**config.mk**
```make
export PLATFORM = sky130hd
export DESIGN_NAME = scr_config_regs
export DESIGN_NICKNAME = d
export VERILOG_FILES = /design/src/include/scr_pkg.sv /design/src/rtl/scr_digits_calc.sv /design/src/rtl/scr_config_regs.sv
export SDC_FILE = /design/constraint.sdc
export NUM_CORES = 1
export LEC_CHECK = 0
export BUFFER_PORTS_ARGS = -buffer_cell sky130_fd_sc_hd__buf_2
export CELL_PAD_IN_SITES_DETAIL_PLACEMENT = 0
export CELL_PAD_IN_SITES_GLOBAL_PLACEMENT = 1
export CORE_AREA = 2 2 126 220
export CTS_CLUSTER_SIZE = 28
export DETAILED_ROUTE_END_ITERATION = 10
export DIE_AREA = 0 0 128 222
export PLACE_DENSITY = 0.77
export SLEW_MARGIN = 0
export SYNTH_ARGS = -nofsm -noshare
export SYNTH_HDL_FRONTEND = slang
export SYNTH_HIERARCHICAL = 1
export SYNTH_SLANG_ARGS = --single-unit
```
**constraint.sdc**
```tcl
create_clock -name sys_clk -period 5.9 [get_ports sys_clk]
set_clock_uncertainty 0.2 [all_clocks]
set_input_delay 0.59 -clock sys_clk [delete_from_list [all_inputs] [get_ports sys_clk]]
set_output_delay 0.59 -clock sys_clk [all_outputs]
set_load 0.02 [all_outputs]
```
**src/include/scr_pkg.sv**
```systemverilog
// Package of offsets, fields, reset values and limits for the config bank.
`default_nettype none
package scr_pkg;
   // Register offsets.
   localparam logic [7:0] OFS_STATUS = 8'h00;
   localparam logic [7:0] OFS_CONFIG = 8'h40;
   localparam logic [7:0] OFS_BUS_ADDRESS = 8'h43;
   localparam logic [7:0] OFS_PRESSURE_UNIT = 8'h44;
   localparam logic [7:0] OFS_PRESSURE_DIGITS = 8'h47;
   localparam logic [7:0] OFS_TEMPERATURE_UNIT = 8'h4d;
   localparam logic [7:0] OFS_TEMPERATURE_DIGITS = 8'h50;
   // Field positions.
   localparam int STATUS_ERR_BIT = 4;
   localparam int CFG_TYPE_BIT = 0;
   localparam int CFG_ORDER_BIT = 1;
   localparam int CFG_MODE_LSB = 2;
   localparam int CFG_RESTORE_BIT = 4;
   localparam int CFG_APPLY_BIT = 7;
   // Reset values.
   localparam logic [6:0] RST_BUS_ADDRESS = 7'h28;
   localparam logic [4:0] RST_CONFIG = 5'h00;
   localparam logic [7:0] RST_PRESSURE_UNIT = 8'h07;
   localparam logic [7:0] RST_TEMPERATURE_UNIT = 8'h20;
   // Digit count that marks an unrepresentable range, and the largest valid count.
   localparam logic [7:0] DIGITS_INVALID = 8'hff;
   localparam logic [7:0] DIGITS_MAX = 8'h05;
   // Largest magnitude, in units of 1e-3, that fits 16 bits with n digits.
   // Thousandths let a 32-bit range exceed every count, so the error case
   // is reachable; units of 1e-5 or finer would make it impossible.
   localparam logic [32:0] LIMIT_D5 = 33'h000000147;
   localparam logic [32:0] LIMIT_D4 = 33'h000000ccc;
   localparam logic [32:0] LIMIT_D3 = 33'h000007fff;
   localparam logic [32:0] LIMIT_D2 = 33'h00004fff6;
   localparam logic [32:0] LIMIT_D1 = 33'h00031ff9c;
   localparam logic [32:0] LIMIT_D0 = 33'h001f3fc18;

   function automatic logic pressure_code_ok(input logic [7:0] c);
      pressure_code_ok = (c >= 8'h01 && c <= 8'h0e) || c == 8'h91 ||
         (c >= 8'haa && c <= 8'hae) || (c >= 8'hb0 && c <= 8'hb3) ||
         (c >= 8'hed && c <= 8'hef);
   endfunction

   function automatic logic temperature_code_ok(input logic [7:0] c);
      temperature_code_ok = c >= 8'h20 && c <= 8'h23;
   endfunction
endpackage
`default_nettype wire

```
**src/rtl/scr_digits_calc.sv**
```systemverilog
// Decimal-place calculator for the pressure and temperature nominal ranges.
`default_nettype none
module scr_digits_calc
   import scr_pkg::*;
(
   input wire logic sys_clk,
   input wire logic rst,
   input wire logic signed [31:0] p_lower,
   input wire logic signed [31:0] p_upper,
   input wire logic signed [31:0] t_lower,
   input wire logic signed [31:0] t_upper,
   output logic [7:0] p_digits,
   output logic [7:0] t_digits
);
   logic [7:0] next_p_digits;
   logic [7:0] next_t_digits;

   // A 33-bit magnitude keeps the most negative input from wrapping.
   function automatic logic [32:0] magnitude(input logic signed [31:0] v);
      logic [32:0] ext;
      ext = {v[31], v};
      magnitude = v[31] ? 33'(-ext) : ext;
   endfunction

   function automatic logic [7:0] digits(input logic signed [31:0] lo,
                                         input logic signed [31:0] hi);
      logic [32:0] m;
      m = magnitude(lo) > magnitude(hi) ? magnitude(lo) : magnitude(hi);
      if (m <= LIMIT_D5) digits = DIGITS_MAX;
      else if (m <= LIMIT_D4) digits = 8'h04;
      else if (m <= LIMIT_D3) digits = 8'h03;
      else if (m <= LIMIT_D2) digits = 8'h02;
      else if (m <= LIMIT_D1) digits = 8'h01;
      else if (m <= LIMIT_D0) digits = 8'h00;
      else digits = DIGITS_INVALID;
   endfunction

   always_comb begin
      next_p_digits = digits(p_lower, p_upper);
      next_t_digits = digits(t_lower, t_upper);
   end

   always_ff @(posedge sys_clk) begin
      if (rst) begin
         p_digits <= 8'h00;
         t_digits <= 8'h00;
      end else begin
         p_digits <= next_p_digits;
         t_digits <= next_t_digits;
      end
   end
endmodule
`default_nettype wire

```
**src/rtl/scr_config_regs.sv**
```systemverilog
// Configuration register bank: bus address, unit codes and digit counts.
//
// Behaviour
// Bus address register, readable and writable, bits 7:1.
// New address active only after apply bit.
// Pressure unit accepts only defined codes.
// Temperature unit accepts only codes 0x20-0x23.
// Undefined unit code write is not acknowledged.
// Unrepresentable range in integer mode sets error, digits read 0xff.
// Digit registers read-only, meaningful in integer mode.
// Digits computed from nominal ranges automatically.
// Config bit 7 one applies pending address.
// Status bit 4 shows error flag.
// Refused unit write keeps previous valid code.
`default_nettype none
module scr_config_regs
   import scr_pkg::*;
(
   input wire logic sys_clk,
   input wire logic rst,
   input wire logic reg_wr,
   input wire logic reg_rd,
   input wire logic [7:0] reg_addr,
   input wire logic [7:0] reg_wdata,
   output logic reg_ack,
   output logic [7:0] reg_rdata,
   input wire logic signed [31:0] nom_p_lower,
   input wire logic signed [31:0] nom_p_upper,
   input wire logic signed [31:0] nom_t_lower,
   input wire logic signed [31:0] nom_t_upper,
   input wire logic fault_in,
   output logic [6:0] bus_address,
   output logic cfg_int_type,
   output logic cfg_high_first,
   output logic [1:0] cfg_mode,
   output logic cfg_restore,
   output logic err_flag
);
   logic [6:0] pending_address;
   logic [4:0] config_bits;
   logic [7:0] pressure_unit;
   logic [7:0] temperature_unit;
   logic [6:0] next_pending_address;
   logic [6:0] next_bus_address;
   logic [4:0] next_config_bits;
   logic [7:0] next_pressure_unit;
   logic [7:0] next_temperature_unit;
   logic [7:0] next_rdata;
   logic [7:0] next_status;
   logic [7:0] p_calc;
   logic [7:0] t_calc;
   logic [7:0] p_shown;
   logic [7:0] t_shown;
   logic range_bad;

   ////////////////////////////////////////////////////////////////////////
   scr_digits_calc u_digits (
      .sys_clk(sys_clk),
      .rst(rst),
      .p_lower(nom_p_lower),
      .p_upper(nom_p_upper),
      .t_lower(nom_t_lower),
      .t_upper(nom_t_upper),
      .p_digits(p_calc),
      .t_digits(t_calc)
   );

   ////////////////////////////////////////////////////////////////////////
   // The acknowledge is combinational so the bus engine can answer in the
   // same bit slot; unmapped and read-only writes are also refused.
   always_comb begin
      case (reg_addr)
         OFS_CONFIG, OFS_BUS_ADDRESS: reg_ack = reg_wr;
         OFS_PRESSURE_UNIT:
            reg_ack = reg_wr && pressure_code_ok(reg_wdata);
         OFS_TEMPERATURE_UNIT:
            reg_ack = reg_wr && temperature_code_ok(reg_wdata);
         default: reg_ack = 1'b0;
      endcase
   end

   always_comb begin
      next_pending_address = pending_address;
      next_bus_address = bus_address;
      next_config_bits = config_bits;
      next_pressure_unit = pressure_unit;
      next_temperature_unit = temperature_unit;
      if (reg_wr && reg_ack) begin
         case (reg_addr)
            OFS_BUS_ADDRESS: next_pending_address = reg_wdata[7:1];
            OFS_CONFIG: begin
               next_config_bits = reg_wdata[4:0];
               if (reg_wdata[CFG_APPLY_BIT])
                  next_bus_address = pending_address;
            end
            OFS_PRESSURE_UNIT: next_pressure_unit = reg_wdata;
            OFS_TEMPERATURE_UNIT: next_temperature_unit = reg_wdata;
            default: next_config_bits = config_bits;
         endcase
      end
   end

   always_ff @(posedge sys_clk) begin
      if (rst) begin
         pending_address <= RST_BUS_ADDRESS;
         bus_address <= RST_BUS_ADDRESS;
         config_bits <= RST_CONFIG;
         pressure_unit <= RST_PRESSURE_UNIT;
         temperature_unit <= RST_TEMPERATURE_UNIT;
      end else begin
         pending_address <= next_pending_address;
         bus_address <= next_bus_address;
         config_bits <= next_config_bits;
         pressure_unit <= next_pressure_unit;
         temperature_unit <= next_temperature_unit;
      end
   end

   assign cfg_int_type = config_bits[CFG_TYPE_BIT];
   assign cfg_high_first = config_bits[CFG_ORDER_BIT];
   assign cfg_mode = config_bits[CFG_MODE_LSB +: 2];
   assign cfg_restore = config_bits[CFG_RESTORE_BIT];

   ////////////////////////////////////////////////////////////////////////
   // In float mode the counts carry no meaning and read as zero.
   always_comb begin
      p_shown = cfg_int_type ? p_calc : 8'h00;
      t_shown = cfg_int_type ? t_calc : 8'h00;
      range_bad = cfg_int_type &&
         (p_calc == DIGITS_INVALID || t_calc == DIGITS_INVALID);
      err_flag = range_bad || fault_in;
      next_status = 8'h00;
      next_status[STATUS_ERR_BIT] = err_flag;
      next_rdata = reg_rdata;
      if (reg_rd) begin
         case (reg_addr)
            OFS_STATUS: next_rdata = next_status;
            OFS_CONFIG: next_rdata = {3'h0, config_bits};
            OFS_BUS_ADDRESS: next_rdata = {pending_address, 1'b0};
            OFS_PRESSURE_UNIT: next_rdata = pressure_unit;
            OFS_PRESSURE_DIGITS: next_rdata = p_shown;
            OFS_TEMPERATURE_UNIT: next_rdata = temperature_unit;
            OFS_TEMPERATURE_DIGITS: next_rdata = t_shown;
            default: next_rdata = 8'h00;
         endcase
      end
   end

   always_ff @(posedge sys_clk) begin
      if (rst)
         reg_rdata <= 8'h00;
      else
         reg_rdata <= next_rdata;
   end
endmodule
`default_nettype wire

```
==> results of run 1 <==
[cell type report]
cell class / count / area, sq um / area share
Sequential cell: 51 / 1021 / 0.08964
Clock inverter: 3 / 26.28 / 0.002307
Inverter: 68 / 255.2 / 0.02241
Timing Repair Buffer: 225 / 1264 / 0.1110
Clock buffer: 5 / 125.1 / 0.01099
Tap cell: 324 / 405.4 / 0.03559
Multi-Input combinational cell: 1165 / 8293 / 0.7281
[per-stage QoR]
stage | total power, mW | cell area [sq um] | util | hold slack [ps]
after floorplan | 0.8411 | 9952 | - | 206.6
after CTS | 1.406 | 11380 | 0.4294 | 244.5
after global routing | 1.505 | 11390 | 0.4300 | 276.1
after global placement | 1.097 | 11220 | 0.4237 | 221.6
after detailed placement | 1.107 | 11220 | 0.4237 | 224.2
final | 1.409 | 11390 | 0.4300 | 241.1
[synth_stat cells (6+ instances only)]
master / number / share of area
sky130_fd_sc_hd__a211o_1: 11 / 0.0097
sky130_fd_sc_hd__a211oi_1: 14 / 0.011
sky130_fd_sc_hd__a21o_1: 10 / 0.0075
sky130_fd_sc_hd__a21oi_1: 60 / 0.030
sky130_fd_sc_hd__a22oi_1: 12 / 0.0091
sky130_fd_sc_hd__a311oi_1: 7 / 0.0062
sky130_fd_sc_hd__a31o_2: 7 / 0.0062
sky130_fd_sc_hd__a31oi_1: 18 / 0.011
sky130_fd_sc_hd__a41oi_1: 7 / 0.0062
sky130_fd_sc_hd__and2_1: 11 / 0.0069
sky130_fd_sc_hd__and3_1: 17 / 0.011
sky130_fd_sc_hd__and4_1: 11 / 0.0097
sky130_fd_sc_hd__buf_1: 7 / 0.0026
sky130_fd_sc_hd__buf_2: 15 / 0.0075
sky130_fd_sc_hd__buf_4: 10 / 0.0075
sky130_fd_sc_hd__clkbuf_1: 62 / 0.023
sky130_fd_sc_hd__dfxtp_1: 51 / 0.10
sky130_fd_sc_hd__ha_1: 70 / 0.088
sky130_fd_sc_hd__inv_1: 65 / 0.025
sky130_fd_sc_hd__mux2_2: 10 / 0.011
sky130_fd_sc_hd__mux2i_1: 35 / 0.035
sky130_fd_sc_hd__nand2_1: 88 / 0.033
sky130_fd_sc_hd__nand2b_1: 32 / 0.020
sky130_fd_sc_hd__nand3_1: 36 / 0.018
sky130_fd_sc_hd__nand3b_1: 6 / 0.0045
sky130_fd_sc_hd__nand4_1: 42 / 0.026
sky130_fd_sc_hd__nand4b_1: 6 / 0.0053
sky130_fd_sc_hd__nor2_1: 99 / 0.037
sky130_fd_sc_hd__nor2b_1: 16 / 0.010
sky130_fd_sc_hd__nor3_1: 47 / 0.024
sky130_fd_sc_hd__nor3b_1: 6 / 0.0045
sky130_fd_sc_hd__nor4_1: 33 / 0.021
sky130_fd_sc_hd__nor4b_1: 10 / 0.0088
sky130_fd_sc_hd__o211ai_1: 12 / 0.0091
sky130_fd_sc_hd__o21ai_0: 63 / 0.032
sky130_fd_sc_hd__o22ai_1: 6 / 0.0038
sky130_fd_sc_hd__o31ai_1: 41 / 0.031
sky130_fd_sc_hd__o41ai_1: 25 / 0.022
sky130_fd_sc_hd__or2_2: 14 / 0.0088
sky130_fd_sc_hd__or3_1: 26 / 0.016
sky130_fd_sc_hd__or4_1: 24 / 0.018
sky130_fd_sc_hd__xnor2_1: 57 / 0.050
sky130_fd_sc_hd__xor2_1: 55 / 0.048
[per-layer routing]
layer | up-vias | wire, um | GRT usage
li1 | 5556 | - | -
met3 | 93 | 1008 | 0.01255
met1 | 5329 | 12930 | 0.2413
met5 | - | 0 | 0
met2 | 325 | 19500 | 0.4742
met4 | 0 | 1858 | 0.1152
[repair_timing]
item / CTS / global route
gates resized for setup: 0 / 2
buffers inserted: 0 / 0
endpoints found under the setup margin: 0 / 1
endpoints found under the hold margin: 0 / 0
[cell families after synthesis]
logic type                 synth area share
and+or+nand+nor                      0.3249
muxes                               0.04655
AOI/OAI and AO/OA                    0.2700
xor gates and xnor gates             0.1003
adders and majority gates           0.08807
other                             0.0007552
buffers and inverters               0.06681
DFF                                  0.1027
[report_power, final]
group	switching (mW)	total [mW]	leakage [nW]	internal, mW
Combinational	0.470	0.761	4.08	0.291
Sequential	0.00364	0.351	0.414	0.348
Clock	0.136	0.297	0.0748	0.161
[worst reg2reg max path: cells and delay by family, from the launching register on]
family,cells,cell delay [ps]
and+or+nand+nor,2,260
DFF,1,500
AOI/OAI and AO/OA,3,920
[sequential cells by signal, summed over array words and instances (netlist names)]
name / count
pending_address: 7
config_bits: 5
temperature_unit: 8
reg_rdata: 8
pressure_unit: 8
u_digits/p_digits: 4
bus_address: 7
u_digits/t_digits: 4
[cells in the final DEF (no fill, tap or decap), drive strengths merged, types with 33 or more instances in the layout]
cell type | synthesis | layout
o21ai | 64 | 64
nand2b | 33 | 33
xnor2 | 57 | 57
nand2 | 88 | 88
dfxtp | 51 | 51
nand3 | 37 | 37
nor2 | 99 | 99
o31ai | 42 | 42
buf | 32 | 225
ha | 70 | 70
a21oi | 60 | 60
xor2 | 56 | 56
nor3 | 48 | 48
nor4 | 37 | 37
mux2i | 35 | 35
nand4 | 43 | 43
inv | 67 | 69
[path summary, 6_finish.rpt]
kind / to / slack, ps / cells after the start
max: u_digits/t_digits[0] / 420 / 17
min: temperature_unit[5] / 240 / 1
max reg2reg: reg_rdata[4] / 3920 / 5
min reg2reg: temperature_unit[5] / 240 / 1
==> impl_metrics.prom, run 1 <==
# TYPE chip_impl_metric gauge
chip_impl_metric{name="top_level_i_o_count",unit=""} 171
chip_impl_metric{name="dp_slack",unit="ps"} 118.4
chip_impl_info{name="cts_root_buf",value="sky130_fd_sc_hd__clkbuf_16"} 1
chip_impl_metric{name="synthArstFlopShare",unit=""} 0
chip_impl_metric{name="globalplace.congestion",unit=""} 0.9338
chip_impl_metric{name="maxSlewViolCount",unit=""} 0
chip_impl_info{name="rsz0062_at_grt",value="false"} 1
chip_impl_metric{name="areaGrowthSynthToFinish",unit="%"} 14.53
chip_impl_metric{name="drc_violation_count_after_routing",unit=""} 0
chip_impl_metric{name="cpPeakStageDelay",unit="ps"} 660
chip_impl_metric{name="timing.critical_path.fanout_max",unit=""} 12
chip_impl_metric{name="placeableCoreArea",unit="sq um"} 26490
chip_impl_metric{name="number_of_drc_markers_in_iteration_0",unit=""} 543
chip_impl_info{name="clock_tree_from_tritoncts",value="yes"} 1
chip_impl_metric{name="postRouteWirelength",unit="um"} 35290
chip_impl_metric{name="number_of_antenna_violations_at_the_first_check_in_global_routing",unit=""} 0
chip_impl_metric{name="fin_crit_sh",unit=""} 0.9296
chip_impl_info{name="path_delay_family",value="simple AND/OR/NAND/NOR gates"} 1
chip_impl_metric{name="grt_overall_usage",unit=""} 0.2369
chip_impl_metric{name="drive_above_1_share",unit=""} 0.1945
chip_impl_metric{name="synth.ff_latch_count",unit=""} 51
chip_impl_metric{name="tightest_slew",unit="ps"} 1081
chip_impl_metric{name="filler_cell_count",unit=""} 2834
chip_impl_metric{name="port_buffers",unit=""} 170
chip_impl_metric{name="wire_length_per_cell",unit="um"} 19.17
chip_impl_metric{name="clk_pin_slew",unit="ps"} 70
chip_impl_metric{name="power.density",unit="nW/um^2"} 123.7
chip_impl_metric{name="fin_nets",unit=""} 1735
chip_impl_metric{name="post-route-worst-setup-slack",unit="ps"} 415.6
chip_impl_info{name="critPathCaptureType",value="register"} 1
chip_impl_metric{name="antennaDiodeCount",unit=""} 0
chip_impl_info{name="worstHoldStart",value="temperature_unit[5]"} 1
chip_impl_metric{name="cts-root-to-sink-buffers",unit=""} 2
chip_impl_metric{name="die_area",unit="sq um"} 28420
chip_impl_metric{name="worstPathBufferInverterCount",unit=""} 2
chip_impl_metric{name="grt_first_pass_wirelength",unit="um"} 55380
chip_impl_metric{name="hold_buffers",unit=""} 0
chip_impl_metric{name="relSlewSlack",unit=""} 0.2608
chip_impl_metric{name="irDropWorstVdd",unit="mV"} 0.1021
chip_impl_metric{name="netlist_instances",unit=""} 1376
chip_impl_info{name="crit_chain",value="buf_2 > or4_1 > nor4_1 > nand4_1 > o31ai_1 > xnor2_1 > ha_1 > nand4_1 > or4_1 > nor4_1 > a211oi_1 > nand2b_1 > buf_4 > mux2_2 > a311o_1 > a31oi_1 > o211ai_1"} 1
chip_impl_metric{name="overall_via_count_from_detail_route",unit=""} 11303
chip_impl_metric{name="static-leakage-power",unit="nW"} 4.567
chip_impl_metric{name="ant_nets",unit=""} 0
chip_impl_metric{name="first_global_vias",unit=""} 10930
chip_impl_metric{name="syn-mean-instance-area",unit="sq um"} 7.227
chip_impl_metric{name="htree_levels",unit=""} 2
chip_impl_info{name="hold_path_class",value="register to register"} 1
chip_impl_metric{name="numClockSinks",unit=""} 51
chip_impl_info{name="outcome",value="completed"} 1
chip_impl_metric{name="synth_seq_area_share",unit=""} 0.1027
chip_impl_metric{name="clock_insertion_delay_worst_skew",unit="ps"} 290
chip_impl_metric{name="syn-cell-area",unit="sq um"} 9945
chip_impl_metric{name="tritoncts_buffers",unit=""} 5
chip_impl_metric{name="dpl.hpwl",unit="um"} 29170
chip_impl_metric{name="largest_net_degree_at_the_start_of_global_routing",unit=""} 61
chip_impl_metric{name="timing.setup.tns",unit="ps"} 0
chip_impl_metric{name="yosysWarnings",unit=""} 6
chip_impl_metric{name="route.detailed.vias_per_inst",unit=""} 6.140
chip_impl_metric{name="die_x",unit="um"} 128
chip_impl_metric{name="final-instance-count-excl-fill",unit=""} 1841
chip_impl_metric{name="synth-edff-count",unit=""} 0
chip_impl_metric{name="fin_hold_viols",unit=""} 0
chip_impl_metric{name="die_span_in_y",unit="um"} 222
chip_impl_info{name="reg2reg_from",value="u_digits/t_digits[6]"} 1
chip_impl_info{name="synthFlopType",value="sky130_fd_sc_hd__dfxtp_1"} 1
chip_impl_info{name="slowest_stage_cell_cp",value="sky130_fd_sc_hd__or4_1"} 1
chip_impl_metric{name="cp_data_required_time",unit="ps"} 5880
chip_impl_metric{name="drtPass1Iterations",unit=""} 6
chip_impl_metric{name="rows",unit=""} 79
chip_impl_info{name="timing.critical_path.from",value="nom_t_lower[8]"} 1
chip_impl_info{name="crit_type",value="input port to register"} 1
chip_impl_metric{name="effective_utilization_at_floorplan",unit=""} 0.3754
chip_impl_metric{name="place.detailed.instances",unit=""} 1833
chip_impl_metric{name="yosys.cell_types.count",unit=""} 93
chip_impl_metric{name="critical_path_arrival",unit="ps"} 5460
chip_impl_info{name="critPathLaunchType",value="input port"} 1
chip_impl_metric{name="finish_stage_setup_viols",unit=""} 0
chip_impl_metric{name="fmax",unit="GHz"} 0.1823
chip_impl_metric{name="maxCapViolations",unit=""} 0
chip_impl_metric{name="global_route.overflow_total",unit=""} 0
chip_impl_metric{name="min_period",unit="ps"} 5484
No activity file was read; power rests on OpenSTA's default activity.
==> run 2, diff against run 1 <==
- CORE_AREA: 2 2 126 220 -> 2 2 165 167
- DIE_AREA: 0 0 128 222 -> 0 0 167 169
==> run 2 against run 1 <==
  * Final cell count up 0.71%
  * Via count decreased by 0.83%
  * Total power up 0.13%
  * Critical path type unchanged
  * Largest power group unchanged
==> impl_metrics.prom, run 2 (same netlist as run 1, synthesis figures left out) <==
# TYPE chip_impl_metric gauge
chip_impl_metric{name="clk_pin_slew",unit="ps"} 70
chip_impl_metric{name="cts_repair_resize_count",unit=""} 0
chip_impl_metric{name="dpl.hpwl",unit="um"} 26030
chip_impl_info{name="reg_top3",value="pressure_unit (8), reg_rdata (8), temperature_unit (8)"} 1
chip_impl_metric{name="drc_violation_count_after_routing",unit=""} 0
chip_impl_metric{name="global_route.overflow_total",unit=""} 0
chip_impl_info{name="layout_common_cells",value="170 x sky130_fd_sc_hd__buf_2, 99 x sky130_fd_sc_hd__nor2_1, 88 x sky130_fd_sc_hd__nand2_1"} 1
chip_impl_metric{name="areaGrowthSynthToFinish",unit="%"} 14.92
chip_impl_metric{name="route.detailed.vias_per_inst",unit=""} 6.046
chip_impl_metric{name="relSlewSlack",unit=""} 0.3512
chip_impl_metric{name="first_global_vias",unit=""} 10131
chip_impl_metric{name="grt_overall_usage",unit=""} 0.2160
chip_impl_info{name="rsz0062_at_grt",value="false"} 1
chip_impl_metric{name="min_period",unit="ps"} 5565
chip_impl_info{name="clock_tree_from_tritoncts",value="yes"} 1
chip_impl_metric{name="power_frac_clock",unit=""} 0.226
chip_impl_metric{name="fin_hold_viols",unit=""} 0
chip_impl_metric{name="tightest_slew",unit="ps"} 948.7
chip_impl_metric{name="number_of_drc_markers_in_iteration_0",unit=""} 892
chip_impl_metric{name="clock_insertion_delay_worst_skew",unit="ps"} 290
chip_impl_metric{name="final_core_utilization",unit=""} 0.4313
chip_impl_metric{name="power.density",unit="nW/um^2"} 123.5
chip_impl_info{name="crit_type",value="input port to register"} 1
chip_impl_metric{name="power.internal",unit="uW"} 830.6
chip_impl_metric{name="maxCapViolations",unit=""} 0
chip_impl_metric{name="dp_slack",unit="ps"} -142.5
chip_impl_metric{name="drive_above_1_share",unit=""} 0.1943
chip_impl_metric{name="drtPass1Iterations",unit=""} 5
chip_impl_metric{name="filler_cell_count",unit=""} 2741
chip_impl_metric{name="placeableCoreArea",unit="sq um"} 26500
chip_impl_metric{name="fin_nets",unit=""} 1732
chip_impl_metric{name="die_span_in_y",unit="um"} 169
chip_impl_metric{name="cp_data_required_time",unit="ps"} 5880
chip_impl_metric{name="number_of_antenna_violations_at_the_first_check_in_global_routing",unit=""} 0
chip_impl_metric{name="die_area",unit="sq um"} 28220
chip_impl_metric{name="wire_length_per_cell",unit="um"} 17.36
chip_impl_metric{name="area_taken_by_multi_input_logic_gates",unit="sq um"} 8325
chip_impl_metric{name="fmax",unit="GHz"} 0.1797
chip_impl_metric{name="static-leakage-power",unit="nW"} 4.572
chip_impl_metric{name="globalplace.congestion",unit=""} 0.9055
chip_impl_metric{name="irDropWorstVdd",unit="mV"} 0.1275
chip_impl_info{name="critPathLaunchType",value="input port"} 1
chip_impl_metric{name="power_switching",unit="uW"} 580.4
chip_impl_metric{name="area.sequential",unit="sq um"} 1021
chip_impl_metric{name="comb_power_share",unit=""} 0.525
chip_impl_info{name="most_common_cell_after_layout_fill_and_taps_aside",value="sky130_fd_sc_hd__buf_2"} 1
chip_impl_metric{name="largest_net_degree_at_the_start_of_global_routing",unit=""} 61
chip_impl_metric{name="post-route-worst-setup-slack",unit="ps"} 335.3
chip_impl_metric{name="fin_worst_hold_slack",unit="ps"} 241.5
chip_impl_metric{name="switching_share",unit=""} 0.4113
chip_impl_metric{name="hold_buffers",unit=""} 0
chip_impl_metric{name="worst-r2r-setup-slack",unit="ps"} 3930
chip_impl_metric{name="finish_stage_setup_viols",unit=""} 0
chip_impl_metric{name="numClockSinks",unit=""} 51
chip_impl_metric{name="power.sequential.fraction",unit=""} 0.249
chip_impl_metric{name="postRouteWirelength",unit="um"} 32190
chip_impl_metric{name="overall_via_count_from_detail_route",unit=""} 11209
chip_impl_metric{name="effective_utilization_at_floorplan",unit=""} 0.3753
chip_impl_metric{name="fin_crit_sh",unit=""} 0.9432
chip_impl_metric{name="port_buffers",unit=""} 170
chip_impl_metric{name="maxSlewViolCount",unit=""} 0
chip_impl_metric{name="ant_nets",unit=""} 0
chip_impl_info{name="hold_path_class",value="register to register"} 1
chip_impl_metric{name="top_level_i_o_count",unit=""} 171
chip_impl_metric{name="grt_first_pass_wirelength",unit="um"} 51930
chip_impl_metric{name="timing.critical_path.fanout_max",unit=""} 11
chip_impl_metric{name="post-cts-setup-buffers",unit=""} 0
chip_impl_metric{name="htree_levels",unit=""} 2
chip_impl_info{name="cts_root_buf",value="sky130_fd_sc_hd__clkbuf_16"} 1
chip_impl_info{name="outcome",value="completed"} 1
chip_impl_info{name="critPathCaptureType",value="register"} 1
chip_impl_metric{name="antennaDiodeCount",unit=""} 0
chip_impl_metric{name="rows",unit=""} 60
chip_impl_metric{name="tritoncts_buffers",unit=""} 5
chip_impl_metric{name="cts-root-to-sink-buffers",unit=""} 2
chip_impl_metric{name="critical_path_arrival",unit="ps"} 5550
chip_impl_metric{name="die_x",unit="um"} 167
[run 2: cell type report]
type                    count  share of cell area
multi-input cells        1165              0.7285
repair buffers            222              0.1086
flip-flops and latches     51             0.08934
well taps                 341             0.03733
inverters                  68             0.02233
clock buffers               6             0.01128
clock inverters             1            0.002628
[run 2: per-stage QoR]
step | instances | setup TNS (ps) | cell area [sq um] | power, mW
3_3_place_gp | 1847 | 0 | 11220 | 1.078
6_report | 1854 | 0 | 11430 | 1.411
2_1_floorplan | 1378 | 0 | 9952 | 0.8411
4_1_cts | 1854 | 0 | 11380 | 1.407
5_1_grt | 1854 | 0 | 11430 | 1.515
3_5_place_dp | 1847 | -248.1 | 11220 | 1.086
[run 2: power by group through the flow]
stage               clock (mW)  sequential (mW)  combinational (mW)
floorplan                    0            0.358               0.483
global placement             0            0.359               0.719
detailed placement           0            0.359               0.727
CTS                      0.324            0.351               0.731
global route             0.335            0.352               0.827
finish                   0.320            0.351               0.740
[run 2: critical path, cell delays in order]
cell and delay (ps):
sky130_fd_sc_hd__buf_2 130, sky130_fd_sc_hd__or4_1 650, sky130_fd_sc_hd__or4_1 690, sky130_fd_sc_hd__buf_4 240
sky130_fd_sc_hd__o31ai_4 200, sky130_fd_sc_hd__xor2_2 220, sky130_fd_sc_hd__inv_2 50, sky130_fd_sc_hd__ha_1 290
sky130_fd_sc_hd__nand4_1 150, sky130_fd_sc_hd__nor3_1 250, sky130_fd_sc_hd__or3b_2 470, sky130_fd_sc_hd__nand3_1 100
sky130_fd_sc_hd__a211oi_1 90, sky130_fd_sc_hd__nand2b_1 340, sky130_fd_sc_hd__buf_4 250, sky130_fd_sc_hd__nor4_1 320
sky130_fd_sc_hd__o32a_1 260, sky130_fd_sc_hd__nand2_1 70, sky130_fd_sc_hd__and3b_1 170
[run 2: worst paths after layout]
kind                             from              endpoint  depth (start not counted)
hold / removal    temperature_unit[5]   temperature_unit[5]                          1
setup / recovery       nom_t_lower[8]  u_digits/t_digits[1]                         19
hold reg to reg   temperature_unit[5]   temperature_unit[5]                          1
setup reg to reg       config_bits[0]          reg_rdata[4]                          3
[run 2: routing by layer]
layer  wire length, um  part of all wire  vias to the layer above  track usage
li1                  -                 -                     5542            -
met1             15390              0.48                     5286       0.3114
met2             14670              0.46                      344       0.3537
met3              1649             0.051                       37      0.01707
met4               476             0.015                        0      0.04198
met5                 0                 0                        -            0
